`src/pkg/pch_pkg.sv`:
```
// Constants and types shared by the configuration header register bank.
package pch_pkg;

    // ------------------------------------------------------------------
    // Register offsets in the 64-byte configuration space.
    // ------------------------------------------------------------------
    localparam logic [5:0] ID_OFF  = 6'h00;
    localparam logic [5:0] CMD_OFF = 6'h04;

    // ------------------------------------------------------------------
    // Field positions within the command and status word.
    // ------------------------------------------------------------------
    localparam int CMD_IO_BIT    = 0;
    localparam int CMD_MEM_BIT   = 1;
    localparam int CMD_SCR_LO    = 2;
    localparam int CMD_CMP_LO    = 4;
    localparam int CMD_PAR_BIT   = 6;
    localparam int CMD_STEP_BIT  = 7;
    localparam int CMD_SERR_BIT  = 8;
    localparam int STS_MDPE_BIT  = 24;
    localparam int STS_DEVSEL_LO = 25;
    localparam int STS_SERR_BIT  = 30;
    localparam int STS_PERR_BIT  = 31;

    // ------------------------------------------------------------------
    // Fixed field values and values after reset.
    // ------------------------------------------------------------------
    localparam logic [1:0]  DEVSEL_MEDIUM = 2'h1;
    localparam logic        STEP_VAL      = 1'b1;
    localparam logic        MDPE_VAL      = 1'b0;
    localparam logic [31:0] WORD_ZERO     = 32'h0000_0000;

    // Cycles from an address hit to the claim, for medium decode speed.
    localparam int DECODE_LAT = 1;

    // State of the register bank.
    typedef struct packed {
        logic        io_en;
        logic        mem_en;
        logic        par_en;
        logic        serr_en;
        logic [1:0]  scratch;
        logic [1:0]  compat;
        logic        sts_serr;
        logic        sts_perr;
        logic        io_claim;
        logic        mem_claim;
        logic        cfg_hit;
        logic [31:0] rdata;
    } pch_regs_t;

    localparam pch_regs_t REGS_RST = '0;

    // State of the parity event unit.
    typedef struct packed {
        logic serr;
    } pch_par_t;

    localparam pch_par_t PAR_RST = '0;

endpackage

```
`src/pkg/pch_err_if.sv`:
```
// Interface between the register bank and the parity event unit.
`timescale 1ns/1ps
interface pch_err_if;
    logic par_en;
    logic serr_en;
    logic addr_perr;
    logic data_perr;
    logic serr_fire;
    logic perr_seen;

    modport ctl  (output par_en, serr_en, addr_perr, data_perr,
                  input  serr_fire, perr_seen);
    modport unit (input  par_en, serr_en, addr_perr, data_perr,
                  output serr_fire, perr_seen);
endinterface

```
`src/rtl/pch_parity_unit.sv`:
```
// Parity event unit: system error pulse and parity-detected event.
`timescale 1ns/1ps
module pch_parity_unit (
    input  wire logic core_clk_i,
    input  wire logic rst_i,
    pch_err_if.unit   err
);

    pch_pkg::pch_par_t s_reg;
    pch_pkg::pch_par_t s_next;

    // ------------------------------------------------------------------
    // Next state.
    // ------------------------------------------------------------------

    // A system error fires only for an address parity error, and only
    // when both checking and system error reporting are enabled.
    always_comb begin
        s_next      = s_reg;
        s_next.serr = err.addr_perr & err.par_en & err.serr_en;
    end

    // State register.
    always_ff @(posedge core_clk_i or posedge rst_i) begin
        if (rst_i) begin
            s_reg <= pch_pkg::PAR_RST;
        end else begin
            s_reg <= s_next;
        end
    end

    // The detected flag ignores the check enable entirely.
    assign err.perr_seen = err.addr_perr | err.data_perr;
    assign err.serr_fire = s_reg.serr;
endmodule

```
`src/rtl/pch_cfg_regs.sv`:
```
// Configuration header registers: identification, command and status.
`timescale 1ns/1ps
module pch_cfg_regs #(
    parameter logic [15:0] VENDOR_CODE = 16'h0ABC, // Arbitrary value.
    parameter logic [15:0] DEVICE_CODE = 16'h0DEF  // Arbitrary value.
) (
    input  wire logic        core_clk_i,
    input  wire logic        rst_i,
    input  wire logic        cfg_rd_i,
    input  wire logic        cfg_wr_i,
    input  wire logic [5:0]  cfg_addr_i,
    input  wire logic [3:0]  cfg_be_i,
    input  wire logic [31:0] cfg_wdata_i,
    output logic      [31:0] cfg_rdata_o,
    output logic             cfg_hit_o,
    input  wire logic        io_hit_i,
    input  wire logic        mem_hit_i,
    output logic             io_claim_o,
    output logic             mem_claim_o,
    input  wire logic        addr_perr_i,
    input  wire logic        data_perr_i,
    output logic             parity_report_en_o,
    output logic             serr_n_o,
    output logic             serr_oe_o
);

    // ------------------------------------------------------------------
    // Helper functions.
    // ------------------------------------------------------------------

    // Word offset of a byte address; the low two bits never select.
    function automatic logic [5:0] word_of(input logic [5:0] addr);
        word_of = {addr[5:2], 2'b00};
    endfunction

    // True when the given byte lane is enabled.
    function automatic logic lane_on(input logic [3:0] be,
                                     input int         lane);
        lane_on = be[lane];
    endfunction

    // ------------------------------------------------------------------
    // State and wiring.
    // ------------------------------------------------------------------
    pch_pkg::pch_regs_t r_reg;
    pch_pkg::pch_regs_t r_next;
    logic [31:0]        id_word;
    logic [31:0]        cmd_word;
    logic [5:0]         acc_word;
    logic               wr_cmd;

    pch_err_if err ();

    // The parity unit turns error events into the system error pulse.
    pch_parity_unit u_parity (
        .core_clk_i (core_clk_i),
        .rst_i      (rst_i),
        .err        (err)
    );

    // Enables and raw events go to the parity unit.
    assign err.par_en    = r_reg.par_en;
    assign err.serr_en   = r_reg.serr_en;
    assign err.addr_perr = addr_perr_i;
    assign err.data_perr = data_perr_i;

    // ------------------------------------------------------------------
    // Read words.
    // ------------------------------------------------------------------

    // Identification is constant and never stored.
    assign id_word = {DEVICE_CODE, VENDOR_CODE};

    // Command and status word, with fixed fields as constants.
    always_comb begin
        cmd_word                           = pch_pkg::WORD_ZERO;
        cmd_word[pch_pkg::CMD_IO_BIT]      = r_reg.io_en;
        cmd_word[pch_pkg::CMD_MEM_BIT]     = r_reg.mem_en;
        cmd_word[pch_pkg::CMD_SCR_LO +: 2] = r_reg.scratch;
        cmd_word[pch_pkg::CMD_CMP_LO +: 2] = r_reg.compat;
        cmd_word[pch_pkg::CMD_PAR_BIT]     = r_reg.par_en;
        cmd_word[pch_pkg::CMD_STEP_BIT]    = pch_pkg::STEP_VAL;
        cmd_word[pch_pkg::CMD_SERR_BIT]    = r_reg.serr_en;
        cmd_word[pch_pkg::STS_MDPE_BIT]    = pch_pkg::MDPE_VAL;
        cmd_word[pch_pkg::STS_DEVSEL_LO +: 2] = pch_pkg::DEVSEL_MEDIUM;
        cmd_word[pch_pkg::STS_SERR_BIT]    = r_reg.sts_serr;
        cmd_word[pch_pkg::STS_PERR_BIT]    = r_reg.sts_perr;
    end

    // The six address bits span exactly the 64 configuration bytes.
    assign acc_word = word_of(cfg_addr_i);
    assign wr_cmd   = cfg_wr_i && (acc_word == pch_pkg::CMD_OFF);

    // ------------------------------------------------------------------
    // Next state.
    // ------------------------------------------------------------------

    // Decode claims, register reads and writes, and status events.
    always_comb begin
        r_next         = r_reg;
        r_next.cfg_hit = 1'b0;

        // Claims come one cycle after the hit, which is medium decode.
        r_next.io_claim  = io_hit_i & r_reg.io_en;
        r_next.mem_claim = mem_hit_i & r_reg.mem_en;

        // Reads return a whole word; unmapped words read zero.
        if (cfg_rd_i) begin
            r_next.cfg_hit = (acc_word == pch_pkg::ID_OFF) ||
                             (acc_word == pch_pkg::CMD_OFF);
            case (acc_word)
                pch_pkg::ID_OFF:  r_next.rdata = id_word;
                pch_pkg::CMD_OFF: r_next.rdata = cmd_word;
                default:          r_next.rdata = pch_pkg::WORD_ZERO;
            endcase
        end

        // Writes to the identification word change nothing.
        if (cfg_wr_i) begin
            r_next.cfg_hit = (acc_word == pch_pkg::ID_OFF) || wr_cmd;
        end

        // Command byte 0: enables, scratchpad and compatibility storage.
        if (wr_cmd && lane_on(cfg_be_i, 0)) begin
            r_next.io_en   = cfg_wdata_i[pch_pkg::CMD_IO_BIT];
            r_next.mem_en  = cfg_wdata_i[pch_pkg::CMD_MEM_BIT];
            r_next.scratch = cfg_wdata_i[pch_pkg::CMD_SCR_LO +: 2];
            r_next.compat  = cfg_wdata_i[pch_pkg::CMD_CMP_LO +: 2];
            r_next.par_en  = cfg_wdata_i[pch_pkg::CMD_PAR_BIT];
        end

        // Command byte 1: system error enable.
        if (wr_cmd && lane_on(cfg_be_i, 1)) begin
            r_next.serr_en = cfg_wdata_i[pch_pkg::CMD_SERR_BIT];
        end

        // Status byte 3: a one clears a flag, a zero leaves it.
        if (wr_cmd && lane_on(cfg_be_i, 3)) begin
            if (cfg_wdata_i[pch_pkg::STS_SERR_BIT]) begin
                r_next.sts_serr = 1'b0;
            end
            if (cfg_wdata_i[pch_pkg::STS_PERR_BIT]) begin
                r_next.sts_perr = 1'b0;
            end
        end

        // Events are applied last so a set beats a same-cycle clear.
        if (err.serr_fire) begin
            r_next.sts_serr = 1'b1;
        end
        if (err.perr_seen) begin
            r_next.sts_perr = 1'b1;
        end
    end

    // State register; reset restores every field.
    always_ff @(posedge core_clk_i or posedge rst_i) begin
        if (rst_i) begin
            r_reg <= pch_pkg::REGS_RST;
        end else begin
            r_reg <= r_next;
        end
    end

    // ------------------------------------------------------------------
    // Outputs.
    // ------------------------------------------------------------------

    // Data and claim outputs come straight from the state register.
    assign cfg_rdata_o        = r_reg.rdata;
    assign cfg_hit_o          = r_reg.cfg_hit;
    assign io_claim_o         = r_reg.io_claim;
    assign mem_claim_o        = r_reg.mem_claim;
    assign parity_report_en_o = r_reg.par_en;

    // The error pin is open drain: it only ever pulls low.
    assign serr_oe_o = err.serr_fire;
    assign serr_n_o  = ~err.serr_fire;
endmodule

```
`config.mk`:
```
export PLATFORM = sky130hd
export DESIGN_NAME = pch_cfg_regs
export DESIGN_NICKNAME = d
export VERILOG_FILES = /design/src/pkg/pch_pkg.sv /design/src/pkg/pch_err_if.sv /design/src/rtl/pch_parity_unit.sv /design/src/rtl/pch_cfg_regs.sv
export SDC_FILE = /design/constraint.sdc
export NUM_CORES = 1
export LEC_CHECK = 0
export ABC_AREA = 1
export BUFFER_PORTS_ARGS = -buffer_cell sky130_fd_sc_hd__buf_2
export CORE_MARGIN = 2
export CORE_UTILIZATION = 35
export CTS_CLUSTER_DIAMETER = 60
export DETAILED_ROUTE_END_ITERATION = 16
export PLACE_DENSITY = 0.73
export RECOVER_POWER = 25
export SYNTH_ARGS = -nofsm -noshare
export SYNTH_HDL_FRONTEND = slang
export SYNTH_SLANG_ARGS = --single-unit
```
`constraint.sdc`:
```
create_clock -name core_clk_i -period 0.9 [get_ports core_clk_i]
set_clock_uncertainty 0.15 [all_clocks]
set_input_delay 0.045 -clock core_clk_i [delete_from_list [all_inputs] [get_ports core_clk_i]]
set_output_delay 0.045 -clock core_clk_i [all_outputs]
set_load 0.005 [all_outputs]
```
==> results of run 1 <==
## power groups by stage
stage	registers (W)	logic (W)	clock network, W
finish	0.00139	0.000465	0.000561
global route	0.00141	0.000525	0.000642
CTS	0.00139	0.000437	0.000578
detailed placement	0.00142	0.000331	0
global placement	0.00142	0.000321	0
floorplan	0.00141	0.000208	0
## state kept, by name, indices dropped and copies added, names as in the netlist
register and count:
u_parity.err.serr_fire 1, cfg_rdata_o 13, parity_report_en_o 1, cfg_hit_o 1, cmd_word 8, io_claim_o 1, err.serr_en 1, mem_claim_o 1
## stage by stage
stage                     instances  worst slack [ns]  setup TNS, ns  hold slack, ns
final                           265            -0.264          -7.68          -0.160
after CTS                       263            -0.278          -9.35          -0.159
after global placement          229            -0.141          -1.73         -0.0654
after floorplan                 146            0.0297              0         -0.0524
after global routing            265            -0.333          -9.94          -0.152
after detailed placement        229            -0.180          -2.20         -0.0534
## path summary, 6_finish.rpt
| kind | endpoint | cells past startpoint | from | slack [ns] |
|---|---|---|---|---|
| max in group asynchronous | cfg_rdata_o[27] | 4 | rst_i | 0.12 |
| hold reg to reg | cmd_word[31] | 2 | cmd_word[31] | 0.34 |
| setup reg to reg | cfg_rdata_o[4] | 3 | cfg_rdata_o[4] | 0 |
| hold / removal | cfg_rdata_o[27] | 3 | cfg_addr_i[2] | -0.16 |
| min in group asynchronous | cfg_rdata_o[31] | 4 | rst_i | 0.17 |
| setup / recovery | cfg_rdata_o[17] | 1 | cfg_rdata_o[27] | -0.26 |
## timing repair
action | in CTS | in global routing
setup endpoints to repair | 31 | 52
buffers inserted | 11 | 8
pin swaps | 0 | 8
hold endpoints to repair | 50 | 11
hold buffers | 19 | 2
gates resized for setup | 5 | 23
## metal layers
layer  wire, um  share of wire [%]  up-vias  track usage (%)
li1           -                  -      557                -
met1       1210                 41      496             17.4
met2       1440                 49       45             26.3
met3        185                6.3       10             3.39
met4         95                3.2        0             8.15
met5          0                  0        -                0
## cells in the final DEF (no fill, tap or decap), drive strengths merged
| master | instances |
|---|---|
| buf | 71 |
| clkbuf | 4 |
| clkinvlp | 1 |
| conb | 8 |
| dfrtp | 27 |
| dlygate4sd3 | 19 |
| inv | 9 |
| nand2 | 53 |
| nand3 | 12 |
| nand4 | 1 |
| nor2 | 8 |
| o21ai | 6 |
## final cells by class
cell class                      instances  area [um^2]
Clock buffer                            3         22.5
Clock inverter                          1         7.51
Fill cell                             325         1530
Inverter                                9         36.3
Multi-Input combinational cell         88          422
Sequential cell                        27          677
Tap cell                               46         57.6
Timing Repair Buffer                   91          614
## cell families (layout without fill, tap and decap cells)
group | Yosys count | count (layout)
flops | 27 | 27
simple gates | 74 | 74
compound gates | 6 | 6
other cells | 1 | 8
buf+inv | 31 | 104
==> metrics.cfg, run 1 <==
[run_status]
status = finished, violations left
violations = negative hold slack, negative setup slack

[clock_tree]
cts.sinks = 27
cts_tree = done
numCtsBuffers = 3
worstSkewPairLatency_ns = 0.34
htree_levels = 1
clk_path_buf_depth = 2
clk_pin_slew_ns = 0.15
cts-root-buf = clkbuf_4

[power]
seqPwrFrac_pct = 57.6
p_clk_share_pct = 23.2
power_switching_w = 0.000682
ir_worst_vdd_v = 0.000532
combPwrFrac_pct = 19.2
p_int_w = 0.00174
p_per_area_nw_per_um2 = 1320
p_sw_share_pct = 28.2
power_leakage_nw = 1.08
total_power_w = 0.00242

[timing]
min_period_over_period_pct = 129
fin_crit_ns = 1.16
slew_headroom_pct = 64.4
fin_ws_ns = -0.264
whs_ns = -0.160
final-max-slew-violation-count = 0
clock.fmax_mhz = 859
rsz0062_at_grt = yes
worst_slew_pin_slew_ns = 0.534
setup_violations = 38
hold_viol_final = 13

[yosys]
synth_flop_cell = dfrtp_1
synth_seq_cells = 27
synth_compound_area_share_pct = 2.45
yosysUniqueCellTypes = 15
netlist_instances = 139
ys_seq_area_share_pct = 55.0
synthArstFlopShare_pct = 100
synth_xor_area_share_pct = 0
yosys_warnings = 0
synth_top_area_share_pct = 55.0
synthTopCellsByCount = nand2_1 (51), dfrtp_1 (27), buf_4 (19)
synth_most_common_cell = nand2_1
avgSynthCellArea_um2 = 8.83
synth_top_family_by_area = simple AND/OR/NAND/NOR gates
synthSimpleGateAreaFrac_pct = 26.1
synth_top_area_cell = dfrtp_1
synth_area_um2 = 1230
synthTopCellsByArea = dfrtp_1 (55%), nand2_1 (16%), buf_4 (12%)
synth_edf_count = 0
synthMuxAreaShare_pct = 0
synthAdderAreaFrac_pct = 0

[global_route]
grt_pass1_vias = 1086
grt_max_degree = 28
grt-ovfl-total = 0
grtUsageTotal_pct = 15.2
antenna_found_initial = 0
grt_pass1_wl_um = 4690

[setup_path]
required_ns = 0.70
path_max_fanout = 13
critPathArrivalTime_ns = 0.97
crit_slowest_cell = dfrtp_2
cp-start-kind = flop
cp_cell_sequence = buf_2
cp_top_family = flip-flops
crit_type = flop to primary output
slowest_delay_ns = 0.49
worstSetupEndpointType = primary output
path_buf_inv = 1

[floorplan]
die_w_um = 63.2
die_height_um = 63.2
die_area_um2 = 4000
top_level_ports = 88
core-area_um2 = 3360
std_cell_rows = 21
initial_core_util_pct = 36.5

[cells_and_area]
final_nets = 270
num_antenna_cells = 0
layout-drive-gt1-share_pct = 45.2
final_area_um2 = 1840
utilization_pct = 54.6
syn2layout_area_growth_pct = 49.6

[flow_run]
drv_cap = 0

[drt]
routed_wl_um = 2930
drc = 0
wl_per_cell_um = 11.0
vias = 1108
viasPerCell = 4.18
drt-initial-drc-count = 56
ant_nets = 0
first_pass_iters = 4

[placement]
gp_congestion = 0.764
io_buffer_count = 54
hpwl_um = 1910
dpl-instance-area_um2 = 1470

[min_path]
hold_path_class = primary input to flop

Note: power is estimated with default switching activity, not from simulation.
==> run 2, diff against run 1 <==
SETUP_SLACK_MARGIN = 0.5   (was unset)
==> metrics.cfg, run 2 (same netlist as run 1, synthesis figures left out) <==
[floorplan]
die_w_um = 63.2  ; unchanged
die_height_um = 63.2  ; unchanged
initial_core_util_pct = 36.5  ; unchanged
top_level_ports = 88  ; unchanged
core-area_um2 = 3360  ; unchanged
die_area_um2 = 4000  ; unchanged
std_cell_rows = 21  ; unchanged

[setup_path]
cp_top_family = flip-flops
slowest_delay_ns = 0.48  ; about the same
cp-start-kind = flop
cp_cell_sequence = buf_2
path_buf_inv = 1  ; unchanged
crit_slowest_cell = dfrtp_2
critPathArrivalTime_ns = 0.95  ; -0.02 ns
crit_type = flop to primary output
path_max_fanout = 13  ; unchanged
worstSetupEndpointType = primary output
required_ns = 0.70  ; about the same

[timing]
min_period_over_period_pct = 127  ; -2.1 points
slew_headroom_pct = 55.6  ; -8.7 points
hold_viol_final = 48  ; +35
fin_crit_ns = 1.14  ; -0.0187 ns
clock.fmax_mhz = 873  ; +1.6%
setup_violations = 33  ; -13%
rsz0062_at_grt = yes
finalSetupTns_ns = -5.66  ; +2.03 ns
worst_slew_pin_slew_ns = 0.662  ; +0.128 ns
whs_ns = -0.408  ; -0.248 ns
fin_ws_ns = -0.245  ; +0.0187 ns
final-max-slew-violation-count = 0  ; unchanged

[cells_and_area]
syn2layout_area_growth_pct = 40.2
num_antenna_cells = 0  ; unchanged
final_common_cell = buf_2
final_nets = 251  ; -7.0%
largest_reg_flops = 13  ; unchanged
layout-drive-gt1-share_pct = 50.0  ; +4.8 points
layout_common_cells = buf_2 (51), nand2_1 (42), dfrtp_1 (26)
final_area_um2 = 1720  ; -6.3%

[drt]
routed_wl_um = 2640  ; -9.9%
first_pass_iters = 4  ; unchanged
drt-initial-drc-count = 18  ; -68%
drc = 0  ; unchanged
ant_nets = 0  ; unchanged
vias = 1028  ; -7.2%
wl_per_cell_um = 10.7  ; -2.9%
viasPerCell = 4.18  ; about the same

[placement]
hpwl_um = 1870  ; -2.0%
dpl-instance-area_um2 = 1470  ; +0.26%
dp_slack_ns = -0.176  ; +0.00435 ns
io_buffer_count = 54  ; unchanged
gp_congestion = 0.752  ; -1.7%

[flow_run]
drv_cap = 0  ; unchanged

[power]
p_int_w = 0.00171  ; -1.8%
seqPwrFrac_pct = 59.3  ; +1.7 points
p_per_area_nw_per_um2 = 1370  ; +3.7%
p_sw_share_pct = 27.4  ; -0.77 points
ir_worst_vdd_v = 0.000576  ; +8.3%
p_clk_share_pct = 21.8  ; -1.4 points
power_switching_w = 0.000645  ; -5.5%
power_leakage_nw = 1.01  ; -6.4%
combPwrFrac_pct = 18.9  ; -0.3 points

[global_route]
grt_pass1_wl_um = 3860  ; -18%
grt_pass1_vias = 877  ; -19%
antenna_found_initial = 0  ; unchanged
grt_max_degree = 16  ; -43%
grtUsageTotal_pct = 12.6  ; -2.6 points
grt-ovfl-total = 0  ; unchanged

[clock_tree]
clk_path_buf_depth = 2  ; unchanged
htree_levels = 1  ; unchanged
clk_pin_slew_ns = 0.14  ; about the same
worstSkewPairLatency_ns = 0.32  ; -0.02 ns
cts_tree = done
cts.sinks = 27  ; unchanged
numCtsBuffers = 3  ; unchanged
cts-root-buf = clkbuf_4

[run_status]
violations = negative hold slack, negative setup slack
status = finished, violations left

[min_path]
hold_path_class = primary input to async pin

run 2: cell types whose count changed in the layout (fill, tap and decap cells not counted), moves of 2 or more:
cell / before / now
buf_2: 54 / 51
buf_4: 12 / 4
buf_6: 5 / 15
dlygate4sd3_1: 19 / 0
nand3_1: 11 / 9
o21ai_1: 2 / 4
run 2: layout make-up:
cell class	count	area [um^2]
inverter	9	40.0
multi-input combinational	88	440
tap	46	57.6
clock buffer	3	22.5
clock inverter	1	5.00
timing repair buffer	72	478
sequential	27	677
fill	364	1640
run 2: path summary, 6_finish.rpt:
check                                   start               to  slack, ns  depth (start not counted)
hold reg to reg                cfg_rdata_o[1]   cfg_rdata_o[1]       0.33                          2
max in group asynchronous               rst_i   cfg_rdata_o[8]       0.55                          3
setup / recovery              cfg_rdata_o[27]  cfg_rdata_o[23]      -0.24                          1
hold / removal                          rst_i        cfg_hit_o      -0.41                          2
min in group core_clk_i             mem_hit_i      mem_claim_o      -0.25                          3
setup reg to reg           parity_report_en_o   cfg_rdata_o[6]      -0.02                          3
run 2: power by group through the flow:
| stage | clock network [W] | registers (W) | logic (W) |
|---|---|---|---|
| final | 0.000513 | 0.00139 | 0.000445 |
| after detailed placement | 0 | 0.00142 | 0.000333 |
| after floorplan | 0 | 0.00141 | 0.000212 |
| after global placement | 0 | 0.00142 | 0.000325 |
| after CTS | 0.000536 | 0.00139 | 0.000370 |
| after global routing | 0.000593 | 0.00141 | 0.000497 |
run 2: worst reg2reg max path: stages, from the launching register on:
cell and delay (ns):
dfrtp_1 0.43, buf_6 0.14, inv_6 0.06, o21ai_2 0.05
run 2: timing repair:
action | in CTS | in global routing
pin swaps | 12 | 15
gates resized for setup | 6 | 31
endpoints found under the hold margin | 48 | 48
buffers inserted | 5 | 8
setup endpoints to repair | 57 | 57
run 2: metal layers:
metal  up-vias  part of all wire (%)  global-route usage [%]
li1        521                     -                       -
met1       462                    42                    15.1
met2        43                    50                    21.1
met3         2                   7.7                    3.75
met4         0                  0.49                    4.89
met5         -                     0                       0
run 2: through the flow:
step                      instances  utilization, %  power [W]
final                           246            51.2    0.00235
after floorplan                 146               -    0.00162
after global placement          229            43.8    0.00174
after CTS                       238            46.3    0.00230
after detailed placement        229            43.8    0.00175
after global routing            246            51.2    0.00250
